$ cat src/common/agen_cfg.svh
`ifndef AGEN_CFG_SVH
`define AGEN_CFG_SVH
`define OFS_CORE_CTRL   8'h00
`define OFS_WIN_PAGE    8'h04
`define OFS_STK_LIMIT   8'h08
`define OFS_STK_PTR     8'h0C
`define OFS_MOD_START   8'h10
`define OFS_MOD_END     8'h14
`define OFS_REV_STEP    8'h18
`define OFS_STATUS      8'h1C
`define BIT_WIN_EN      0
`define BIT_MOD_EN      1
`define BIT_REV_EN      2
`define BIT_ST_LIMIT    0
`define BIT_ST_UNDER    1
`define BIT_ST_YERR     2
`define SFR_TOP         16'h0800
`define NEAR_BITS       13
`define OFS_BITS        15
`define STK_STEP        16'h0002
`define SP_RESET        16'h0800
`define EXTRA_CHEAP     2'h1
`define EXTRA_FULL      2'h2
`endif

$ cat src/common/agen_pkg.sv
package agen_pkg;
    typedef enum logic [2:0] {
        EA_IND, EA_POST, EA_PRE, EA_BASE, EA_LIT, EA_NEAR, EA_FULL
    } ea_mode_t;
    typedef enum logic [1:0] {PUSH_DATA, PUSH_PC_LO, PUSH_CALL_HI, PUSH_EXC_HI} push_kind_t;
    typedef enum logic [2:0] {
        OP_PASS, OP_BYTE_LOAD, OP_SIGN_EXT, OP_ZERO_EXT, OP_LIT5, OP_WIN_WORD
    } dp_op_t;
    typedef struct packed {
        logic        valid;
        ea_mode_t    mode;
        logic        dec;
        logic [15:0] ptr;
        logic [15:0] base;
        logic [15:0] lit;
        logic        push;
        logic        pop;
        logic        sp_ref;
        push_kind_t  pkind;
        logic [15:0] wdata;
        logic [22:0] pc;
        logic [7:0]  status_lo;
        logic        tbl_busy;
        logic        loop_in;
        logic        loop_edge;
        logic        cheap;
        logic        y_valid;
        logic        y_mac;
        logic        y_word;
        logic [15:0] y_ptr;
    } ag_req_t;
    typedef struct packed {
        logic        valid;
        logic [15:0] ea;
        logic [15:0] new_ptr;
        logic        win_hit;
        logic [23:0] prog_addr;
        logic [1:0]  extra;
        logic        stack_err;
        logic [15:0] push_data;
        logic        y_ok;
        logic [15:0] y_ea;
    } ag_rsp_t;
    typedef struct packed {
        dp_op_t      op;
        logic [15:0] work_reg;
        logic [7:0]  byte_in;
        logic [4:0]  lit5;
        logic [23:0] pword;
    } dp_req_t;
endpackage

$ cat src/data_space_addressing_unit.sv
// Our own choices: the register addresses and the APB register port.
`timescale 1ns/10ps
`default_nettype none
`include "agen_cfg.svh"
module data_space_addressing_unit
    import agen_pkg::*;
#(
    parameter int AW = 8
) (
    input  wire logic          pclk,
    input  wire logic          presetn,
    input  wire logic [AW-1:0] paddr,
    input  wire logic          psel,
    input  wire logic          penable,
    input  wire logic          pwrite,
    input  wire logic [31:0]   pwdata,
    output logic      [31:0]   prdata,
    output logic               pready,
    output logic               pslverr,
    input  wire ag_req_t       req,
    output ag_rsp_t            rsp,
    input  wire dp_req_t       dp,
    output logic      [15:0]   dp_result
);
    logic [2:0]  ctrl_ff;
    logic [7:0]  page_ff;
    logic [15:0] limit_ff;
    logic [15:0] sp_ff;
    logic [15:0] mstart_ff;
    logic [15:0] mend_ff;
    logic [15:0] rstep_ff;
    logic [2:0]  stat_ff;
    logic [31:0] prdata_ff;
    logic        pready_ff;
    logic        pslverr_ff;
    ag_rsp_t     rsp_ff;
    logic [15:0] dp_ff;

    logic        setup;
    logic        wr_go;
    logic        mapped;
    logic [31:0] rd_val;
    logic [7:0]  ofs;

    assign ofs   = 8'(paddr);
    assign setup = psel & ~penable;
    assign wr_go = psel & penable & pready_ff & pwrite & ~pslverr_ff;

    always_comb begin
        mapped = 1'b1;
        rd_val = 32'h0000_0000;
        case (ofs)
            `OFS_CORE_CTRL: rd_val = {29'h0, ctrl_ff};
            `OFS_WIN_PAGE:  rd_val = {24'h0, page_ff};
            `OFS_STK_LIMIT: rd_val = {16'h0, limit_ff[15:1], 1'b0};
            `OFS_STK_PTR:   rd_val = {16'h0, sp_ff};
            `OFS_MOD_START: rd_val = {16'h0, mstart_ff};
            `OFS_MOD_END:   rd_val = {16'h0, mend_ff};
            `OFS_REV_STEP:  rd_val = {16'h0, rstep_ff};
            `OFS_STATUS:    rd_val = {29'h0, stat_ff};
            default:        mapped = 1'b0;
        endcase
        if (paddr[1:0] != 2'b00) begin
            mapped = 1'b0;
        end
    end

    // Zero-wait slave: answer is ready in the first access cycle
    always_ff @(posedge pclk or negedge presetn) begin
        if (!presetn) begin
            pready_ff  <= 1'b0;
            pslverr_ff <= 1'b0;
            prdata_ff  <= 32'h0000_0000;
        end else begin
            pready_ff  <= setup;
            pslverr_ff <= setup & ~mapped;
            if (setup && !pwrite && mapped) begin
                prdata_ff <= rd_val;
            end else if (setup) begin
                prdata_ff <= 32'h0000_0000;
            end
        end
    end

    always_ff @(posedge pclk or negedge presetn) begin
        if (!presetn) begin
            ctrl_ff   <= 3'h0;
            page_ff   <= 8'h00;
            mstart_ff <= 16'h0000;
            mend_ff   <= 16'h0000;
            rstep_ff  <= 16'h0000;
        end else if (wr_go) begin
            case (ofs)
                `OFS_CORE_CTRL: ctrl_ff   <= pwdata[2:0];
                `OFS_WIN_PAGE:  page_ff   <= pwdata[7:0];
                `OFS_MOD_START: mstart_ff <= pwdata[15:0];
                `OFS_MOD_END:   mend_ff   <= pwdata[15:0];
                `OFS_REV_STEP:  rstep_ff  <= pwdata[15:0];
                default: ;
            endcase
        end
    end

    // The limit is deliberately left out of reset; software must load it
    always_ff @(posedge pclk) begin
        if (wr_go && ofs == `OFS_STK_LIMIT) begin
            limit_ff <= {pwdata[15:1], 1'b0};
        end
    end

    // Address generation
    function automatic logic [15:0] bit_rev(input logic [15:0] v);
        logic [15:0] r;
        r = 16'h0000;
        for (int i = 0; i < 16; i++) begin
            r[i] = v[15-i];
        end
        return r;
    endfunction

    logic [15:0] step;
    logic [15:0] mod_ptr;
    logic [15:0] wrap_ptr;
    logic [15:0] nxt_ea;
    logic [15:0] nxt_ptr;
    logic [15:0] nxt_sp;
    logic [15:0] nxt_push;
    logic        nxt_win;
    logic        nxt_err;
    logic [1:0]  nxt_extra;
    logic        sp_addr;
    logic        nxt_yok;

    assign step = req.dec ? -req.lit : req.lit;

    // Modulo wrap keeps a circular buffer inside start..end
    always_comb begin
        mod_ptr  = req.ptr + step;
        wrap_ptr = mod_ptr;
        if (ctrl_ff[`BIT_MOD_EN]) begin
            if (!req.dec && mod_ptr > mend_ff) begin
                wrap_ptr = mstart_ff;
            end else if (req.dec && mod_ptr < mstart_ff) begin
                wrap_ptr = mend_ff;
            end
        end
    end

    always_comb begin
        nxt_ea  = req.ptr;
        nxt_ptr = req.ptr;
        case (req.mode)
            EA_IND:  nxt_ea = req.ptr;
            EA_POST: nxt_ptr = wrap_ptr;
            EA_PRE: begin
                nxt_ea  = wrap_ptr;
                nxt_ptr = wrap_ptr;
            end
            EA_BASE: nxt_ea = req.ptr + req.base;
            EA_LIT:  nxt_ea = req.ptr + req.lit;
            EA_NEAR: nxt_ea = {3'b000, req.lit[`NEAR_BITS-1:0]};
            EA_FULL: nxt_ea = req.lit;
            default: nxt_ea = req.ptr;
        endcase
        // Reverse-carry stepping is a data-space feature only
        if (req.mode == EA_POST && ctrl_ff[`BIT_REV_EN] && !req.ptr[15]) begin
            nxt_ptr = bit_rev(bit_rev(req.ptr) + bit_rev(rstep_ff));
        end
        nxt_sp = sp_ff;
        if (req.push) begin
            nxt_ea = sp_ff;
            nxt_sp = sp_ff + `STK_STEP;
        end else if (req.pop) begin
            nxt_sp = sp_ff - `STK_STEP;
            nxt_ea = nxt_sp;
        end
    end

    always_comb begin
        case (req.pkind)
            PUSH_PC_LO:   nxt_push = req.pc[15:0];
            PUSH_CALL_HI: nxt_push = {9'h000, req.pc[22:16]};
            PUSH_EXC_HI:  nxt_push = {req.status_lo, 1'b0, req.pc[22:16]};
            default:      nxt_push = req.wdata;
        endcase
    end

    assign sp_addr = req.push | req.pop | req.sp_ref;

    always_comb begin
        nxt_err = 1'b0;
        if (req.valid && sp_addr) begin
            if (nxt_ea > {limit_ff[15:1], 1'b0}) begin
                nxt_err = 1'b1;
            end
            if (nxt_ea < `SFR_TOP) begin
                nxt_err = 1'b1;
            end
        end
    end

    // Table instructions own the program bus, so the window stands aside
    assign nxt_win = req.valid & nxt_ea[15] & ctrl_ff[`BIT_WIN_EN] & ~req.tbl_busy;

    always_comb begin
        nxt_extra = 2'h0;
        if (nxt_win) begin
            if (req.loop_in) begin
                nxt_extra = req.loop_edge ? `EXTRA_FULL : 2'h0;
            end else begin
                nxt_extra = req.cheap ? `EXTRA_CHEAP : `EXTRA_FULL;
            end
        end
    end

    assign nxt_yok = req.y_valid & req.y_mac & req.y_word;

    always_ff @(posedge pclk or negedge presetn) begin
        if (!presetn) begin
            sp_ff <= `SP_RESET;
        end else if (wr_go && ofs == `OFS_STK_PTR) begin
            sp_ff <= {pwdata[15:1], 1'b0};
        end else if (req.valid) begin
            sp_ff <= nxt_sp;
        end
    end

    always_ff @(posedge pclk or negedge presetn) begin
        if (!presetn) begin
            rsp_ff <= '0;
        end else begin
            rsp_ff.valid     <= req.valid;
            rsp_ff.ea        <= nxt_ea;
            rsp_ff.new_ptr   <= nxt_ptr;
            rsp_ff.win_hit   <= nxt_win;
            rsp_ff.prog_addr <= {1'b0, page_ff, nxt_ea[`OFS_BITS-1:0]};
            rsp_ff.extra     <= nxt_extra;
            rsp_ff.stack_err <= nxt_err;
            rsp_ff.push_data <= nxt_push;
            rsp_ff.y_ok      <= nxt_yok;
            rsp_ff.y_ea      <= nxt_yok ? req.y_ptr : 16'h0000;
        end
    end

    // Sticky causes; a new event wins over a write-one clear
    always_ff @(posedge pclk or negedge presetn) begin
        if (!presetn) begin
            stat_ff <= 3'h0;
        end else begin
            for (int i = 0; i < 3; i++) begin
                if (wr_go && ofs == `OFS_STATUS && pwdata[i]) begin
                    stat_ff[i] <= 1'b0;
                end
            end
            if (nxt_err && nxt_ea < `SFR_TOP) begin
                stat_ff[`BIT_ST_UNDER] <= 1'b1;
            end
            if (nxt_err && nxt_ea >= `SFR_TOP) begin
                stat_ff[`BIT_ST_LIMIT] <= 1'b1;
            end
            if (req.y_valid && !nxt_yok) begin
                stat_ff[`BIT_ST_YERR] <= 1'b1;
            end
        end
    end

    // Working register data path
    logic [15:0] nxt_dp;
    always_comb begin
        case (dp.op)
            OP_BYTE_LOAD: nxt_dp = {dp.work_reg[15:8], dp.byte_in};
            OP_SIGN_EXT:  nxt_dp = {{8{dp.work_reg[7]}}, dp.work_reg[7:0]};
            OP_ZERO_EXT:  nxt_dp = {8'h00, dp.work_reg[7:0]};
            OP_LIT5:      nxt_dp = {11'h000, dp.lit5};
            OP_WIN_WORD:  nxt_dp = dp.pword[15:0];
            default:      nxt_dp = dp.work_reg;
        endcase
    end

    always_ff @(posedge pclk or negedge presetn) begin
        if (!presetn) begin
            dp_ff <= 16'h0000;
        end else begin
            dp_ff <= nxt_dp;
        end
    end

    assign prdata    = prdata_ff;
    assign pready    = pready_ff;
    assign pslverr   = pslverr_ff;
    assign rsp       = rsp_ff;
    assign dp_result = dp_ff;
endmodule
`default_nettype wire

$ cat config.mk
export PLATFORM = sky130hd
export DESIGN_NAME = data_space_addressing_unit
export DESIGN_NICKNAME = d
export VERILOG_FILES = /design/src/common/agen_pkg.sv /design/src/data_space_addressing_unit.sv
export VERILOG_INCLUDE_DIRS = /design/src /design/src/common
export SDC_FILE = /design/constraint.sdc
export NUM_CORES = 1
export LEC_CHECK = 0
export ABC_CLOCK_PERIOD_IN_PS = 12950
export BUFFER_PORTS_ARGS = -buffer_cell sky130_fd_sc_hd__buf_2
export CAP_MARGIN = 25
export CORE_ASPECT_RATIO = 1.2
export CORE_MARGIN = 1
export CORE_UTILIZATION = 40
export CTS_CLUSTER_DIAMETER = 60
export CTS_CLUSTER_SIZE = 14
export DETAILED_ROUTE_END_ITERATION = 10
export SLEW_MARGIN = 20
export SYNTH_ARGS = -nofsm -noshare
export SYNTH_HDL_FRONTEND = slang
export SYNTH_SLANG_ARGS = --single-unit
$ cat constraint.sdc
create_clock -name pclk -period 12.95 [get_ports pclk]
set_clock_uncertainty 0.05 [all_clocks]
set_input_delay 2.59 -clock pclk [delete_from_list [all_inputs] [get_ports pclk]]
set_output_delay 2.59 -clock pclk [all_outputs]
set_load 0.01 [all_outputs]
==> results.sh <==
export IMPL_outcome="finished clean"
export IMPL_regArea_sq_mm=0.00518
export IMPL_via_per_inst=5.75
export IMPL_syn_inst=1522
export IMPL_period_minus_slack_ns=9.98
export IMPL_grt_max_degree=116
export IMPL_cts_root_buf="clkbuf_16"
export IMPL_h_tree_depth=1
export IMPL_yosysUniqueCellTypes=86
export IMPL_synth_edff_count=15
export IMPL_post_cts_resized=0
export IMPL_reg2reg_depth=23
export IMPL_max_slew_margin=0.352
export IMPL_dr_total_vias=13000
export IMPL_start_util=0.410
export IMPL_final_area_sq_mm=0.0165
export IMPL_ys_flop_type="dfrtp_1"
export IMPL_n_fill_cell=3418
export IMPL_route_met3_wl_microns=3380
export IMPL_cpPeakStageDelay_ns=0.65
export IMPL_p_leak_nw=7.93
export IMPL_die_h_microns=207
export IMPL_grtUsageTotal=0.286
export IMPL_finalSetupViolations=0
export IMPL_cts_buffers=19
export IMPL_synthTopCellsByArea="dfrtp_1 (34%), ha_1 (8.7%), mux2_2 (5.5%)"
export IMPL_syn_area_sq_mm=0.0140
export IMPL_crit_fanout=17
export IMPL_io_pins=373
export IMPL_async_reset_ff_frac=0.926
export IMPL_placed_area_sq_mm=0.0159
export IMPL_avgSynthCellArea_sq_um=9.22
export IMPL_antenna_left=0
export IMPL_ir_drop_mv=0.102
export IMPL_worst_setup_path_type="input pin to register"
export IMPL_crit_slowest_cell="o31a_1"
export IMPL_die_area_sq_mm=0.0359
export IMPL_clock_fmax_ghz=0.100
export IMPL_place_congestion=0.920
export IMPL_place_hpwl_microns=41100
export IMPL_end_kind="register"
export IMPL_slew_violations=0
export IMPL_arrival_ns=10.31
export IMPL_power_switching_mw=0.709
export IMPL_first_iter_violations=1095
export IMPL_ys_seq_area_frac=0.369
export IMPL_drive_gt1_frac=0.255
export IMPL_grt_overflow=0
export IMPL_row_count=74
export IMPL_hold_viol_final=0
export IMPL_die_x_microns=173
export IMPL_portBuffers=331
export IMPL_synth_ff_latch_count=204
export IMPL_clkPwrFrac=0.268
export IMPL_hp_class="register to register"
export IMPL_power_mw=1.94
export IMPL_core_area_sq_mm=0.0343
export IMPL_sw_frac_of_total=0.366
export IMPL_maxCapViolations=0
export IMPL_maxUsedRoutingLayer="met4"
export IMPL_drt_first_pass_iters=6
export IMPL_grt_pass1_wl_microns=78400
export IMPL_pwr_share_seq=0.394
export IMPL_yosysTopAreaCell="dfrtp_1"
export IMPL_cts_buffer_depth=3
export IMPL_rsz0062_at_grt="no"
export IMPL_setup_tns_ns=0
export IMPL_multi_input_area_sq_mm=0.00808
export IMPL_antenna_found_initial=3
export IMPL_clock_latency_ns=0.51
export IMPL_drc=0
export IMPL_cts_setup_buffers=0
export IMPL_fin_crit_sh=0.770
export IMPL_clk_pin_slew_worst_paths_ns=0.07
export IMPL_fin_util=0.481
export IMPL_wl_per_cell_microns=22.8
export IMPL_cts_tree="built"
export IMPL_cts_hold_fix_buffers=0
export IMPL_wl_met2_microns=25500
export IMPL_crit_required_ns=13.29
export IMPL_ys_warnings_count=0
export IMPL_p_int_mw=1.23
export IMPL_drt_total_wl_microns=51600
export IMPL_start_kind="input pin"
export IMPL_cts_sinks=204
export IMPL_worst_slew_pin_slew_ns=0.972
export IMPL_wl_met1_microns=20300
export IMPL_area_growth_pct=17.4
export IMPL_final_nets=2126
export IMPL_synth_top_cell_area_share=0.335
export IMPL_pwr_density_cell_mw_per_mm2=118
export IMPL_holdPathStages=0
export IMPL_combPwrFrac=0.338
export IMPL_cp_common_cell="o21ai_1"
export IMPL_first_global_vias=12800
[per-stage QoR]
| stage | worst slack (ns) | std cells | hold slack (ns) |
|---|---|---|---|
| 2_1_floorplan | 4.16 | 1538 | 0.316 |
| 3_3_place_gp | 2.55 | 2229 | 0.341 |
| 3_5_place_dp | 2.52 | 2229 | 0.354 |
| 4_1_cts | 3.04 | 2256 | 0.369 |
| 5_1_grt | 2.36 | 2260 | 0.375 |
| 6_report | 2.97 | 2260 | 0.359 |
[final timing paths]
kind | from | end | slack [ns]
setup / recovery | req[75] | rsp[33] | 2.97
max in group asynchronous | presetn | mend_ff[2] | 9.52
setup reg to reg | mend_ff[11] | rsp[33] | 7.57
min in group asynchronous | presetn | rsp[7] | 2.14
hold / removal | page_ff[2] | rsp[53] | 0.36
hold reg to reg | page_ff[2] | rsp[53] | 0.36
[power groups by stage]
stage	logic (mW)	clock network [mW]	registers, mW
global placement	0.638	0	0.774
finish	0.654	0.520	0.764
CTS	0.648	0.534	0.763
global route	0.714	0.557	0.771
floorplan	0.434	0	0.748
detailed placement	0.645	0	0.775
[cell type report]
class,count,share of cell area
flip-flops and latches,204,0.314
inverters,80,0.0182
multi-input cells,1143,0.490
repair buffers,348,0.110
clock buffers,25,0.0308
well taps,456,0.0346
diodes,2,0.000304
clock inverters,2,0.00121
[critical path: cells and delay by family]
| kind | cells | cell delay (ns) |
|---|---|---|
| buf+inv | 2 | 0.39 |
| compound gates | 20 | 4.63 |
| xor+xnor | 2 | 0.72 |
| fa+ha+maj | 3 | 1.01 |
| simple gates | 7 | 0.94 |
[registers in the layout, summed over array words and instances (netlist names), 3 cells and up]
name       cells
mstart_ff     16
stat_ff        3
rstep_ff      16
dp_result     16
mend_ff       16
ctrl_ff        3
limit_ff      15
rsp           78
sp_ff         15
prdata        16
page_ff        8
[metal layers]
| metal | up-vias | track usage |
|---|---|---|
| met1 | 6238 | 0.347 |
| met3 | 106 | 0.0390 |
| met2 | 596 | 0.502 |
| met5 | - | 0 |
| li1 | 6060 | - |
| met4 | 0 | 0.128 |
[Yosys cell counts (all sizes together), types with 22 or more instances]
cell and count:
dfrtp 188, nand2 131, o21ai 113, a21oi 106, ha 98, nor2 97
inv 79, mux2 73, clkbuf 68, xnor2 50, buf 43, a22o 32
mux2i 31, a221oi 28, a21o 27, nor3 26, nand3 25, a22oi 23
and2 22
[layout by cell type (no fill, tap or decap), types with 12 or more instances in the layout]
cell type	instances
a21o_1	27
a21oi_1	106
a221oi_1	26
a22o_1	32
a22oi_1	23
a31oi_1	18
and2_1	21
buf_2	330
buf_4	15
clkbuf_16	19
conb_1	17
dfrtp_1	188
edfxtp_1	15
ha_1	98
inv_1	79
mux2_2	69
mux2i_1	31
nand2_1	131
nand2b_1	15
nand3_1	25
nor2_1	97
nor2b_1	18
nor3_1	25
o211ai_1	15
o21ai_0	89
o21ai_1	24
o22ai_1	12
xnor2_1	50
xor2_1	18
[cells by family (layout without fill, tap and decap cells)]
logic type	Yosys count	after routing	synth area share
xor+xnor	68	68	0.0424
other cells	1	19	0.000267
flops	204	204	0.369
simple gates	392	392	0.136
fa+ha+maj	101	101	0.0916
buf+inv	191	455	0.0608
compound gates	460	460	0.217
mux	105	105	0.0825
Power figures use the tool's default switching activity.
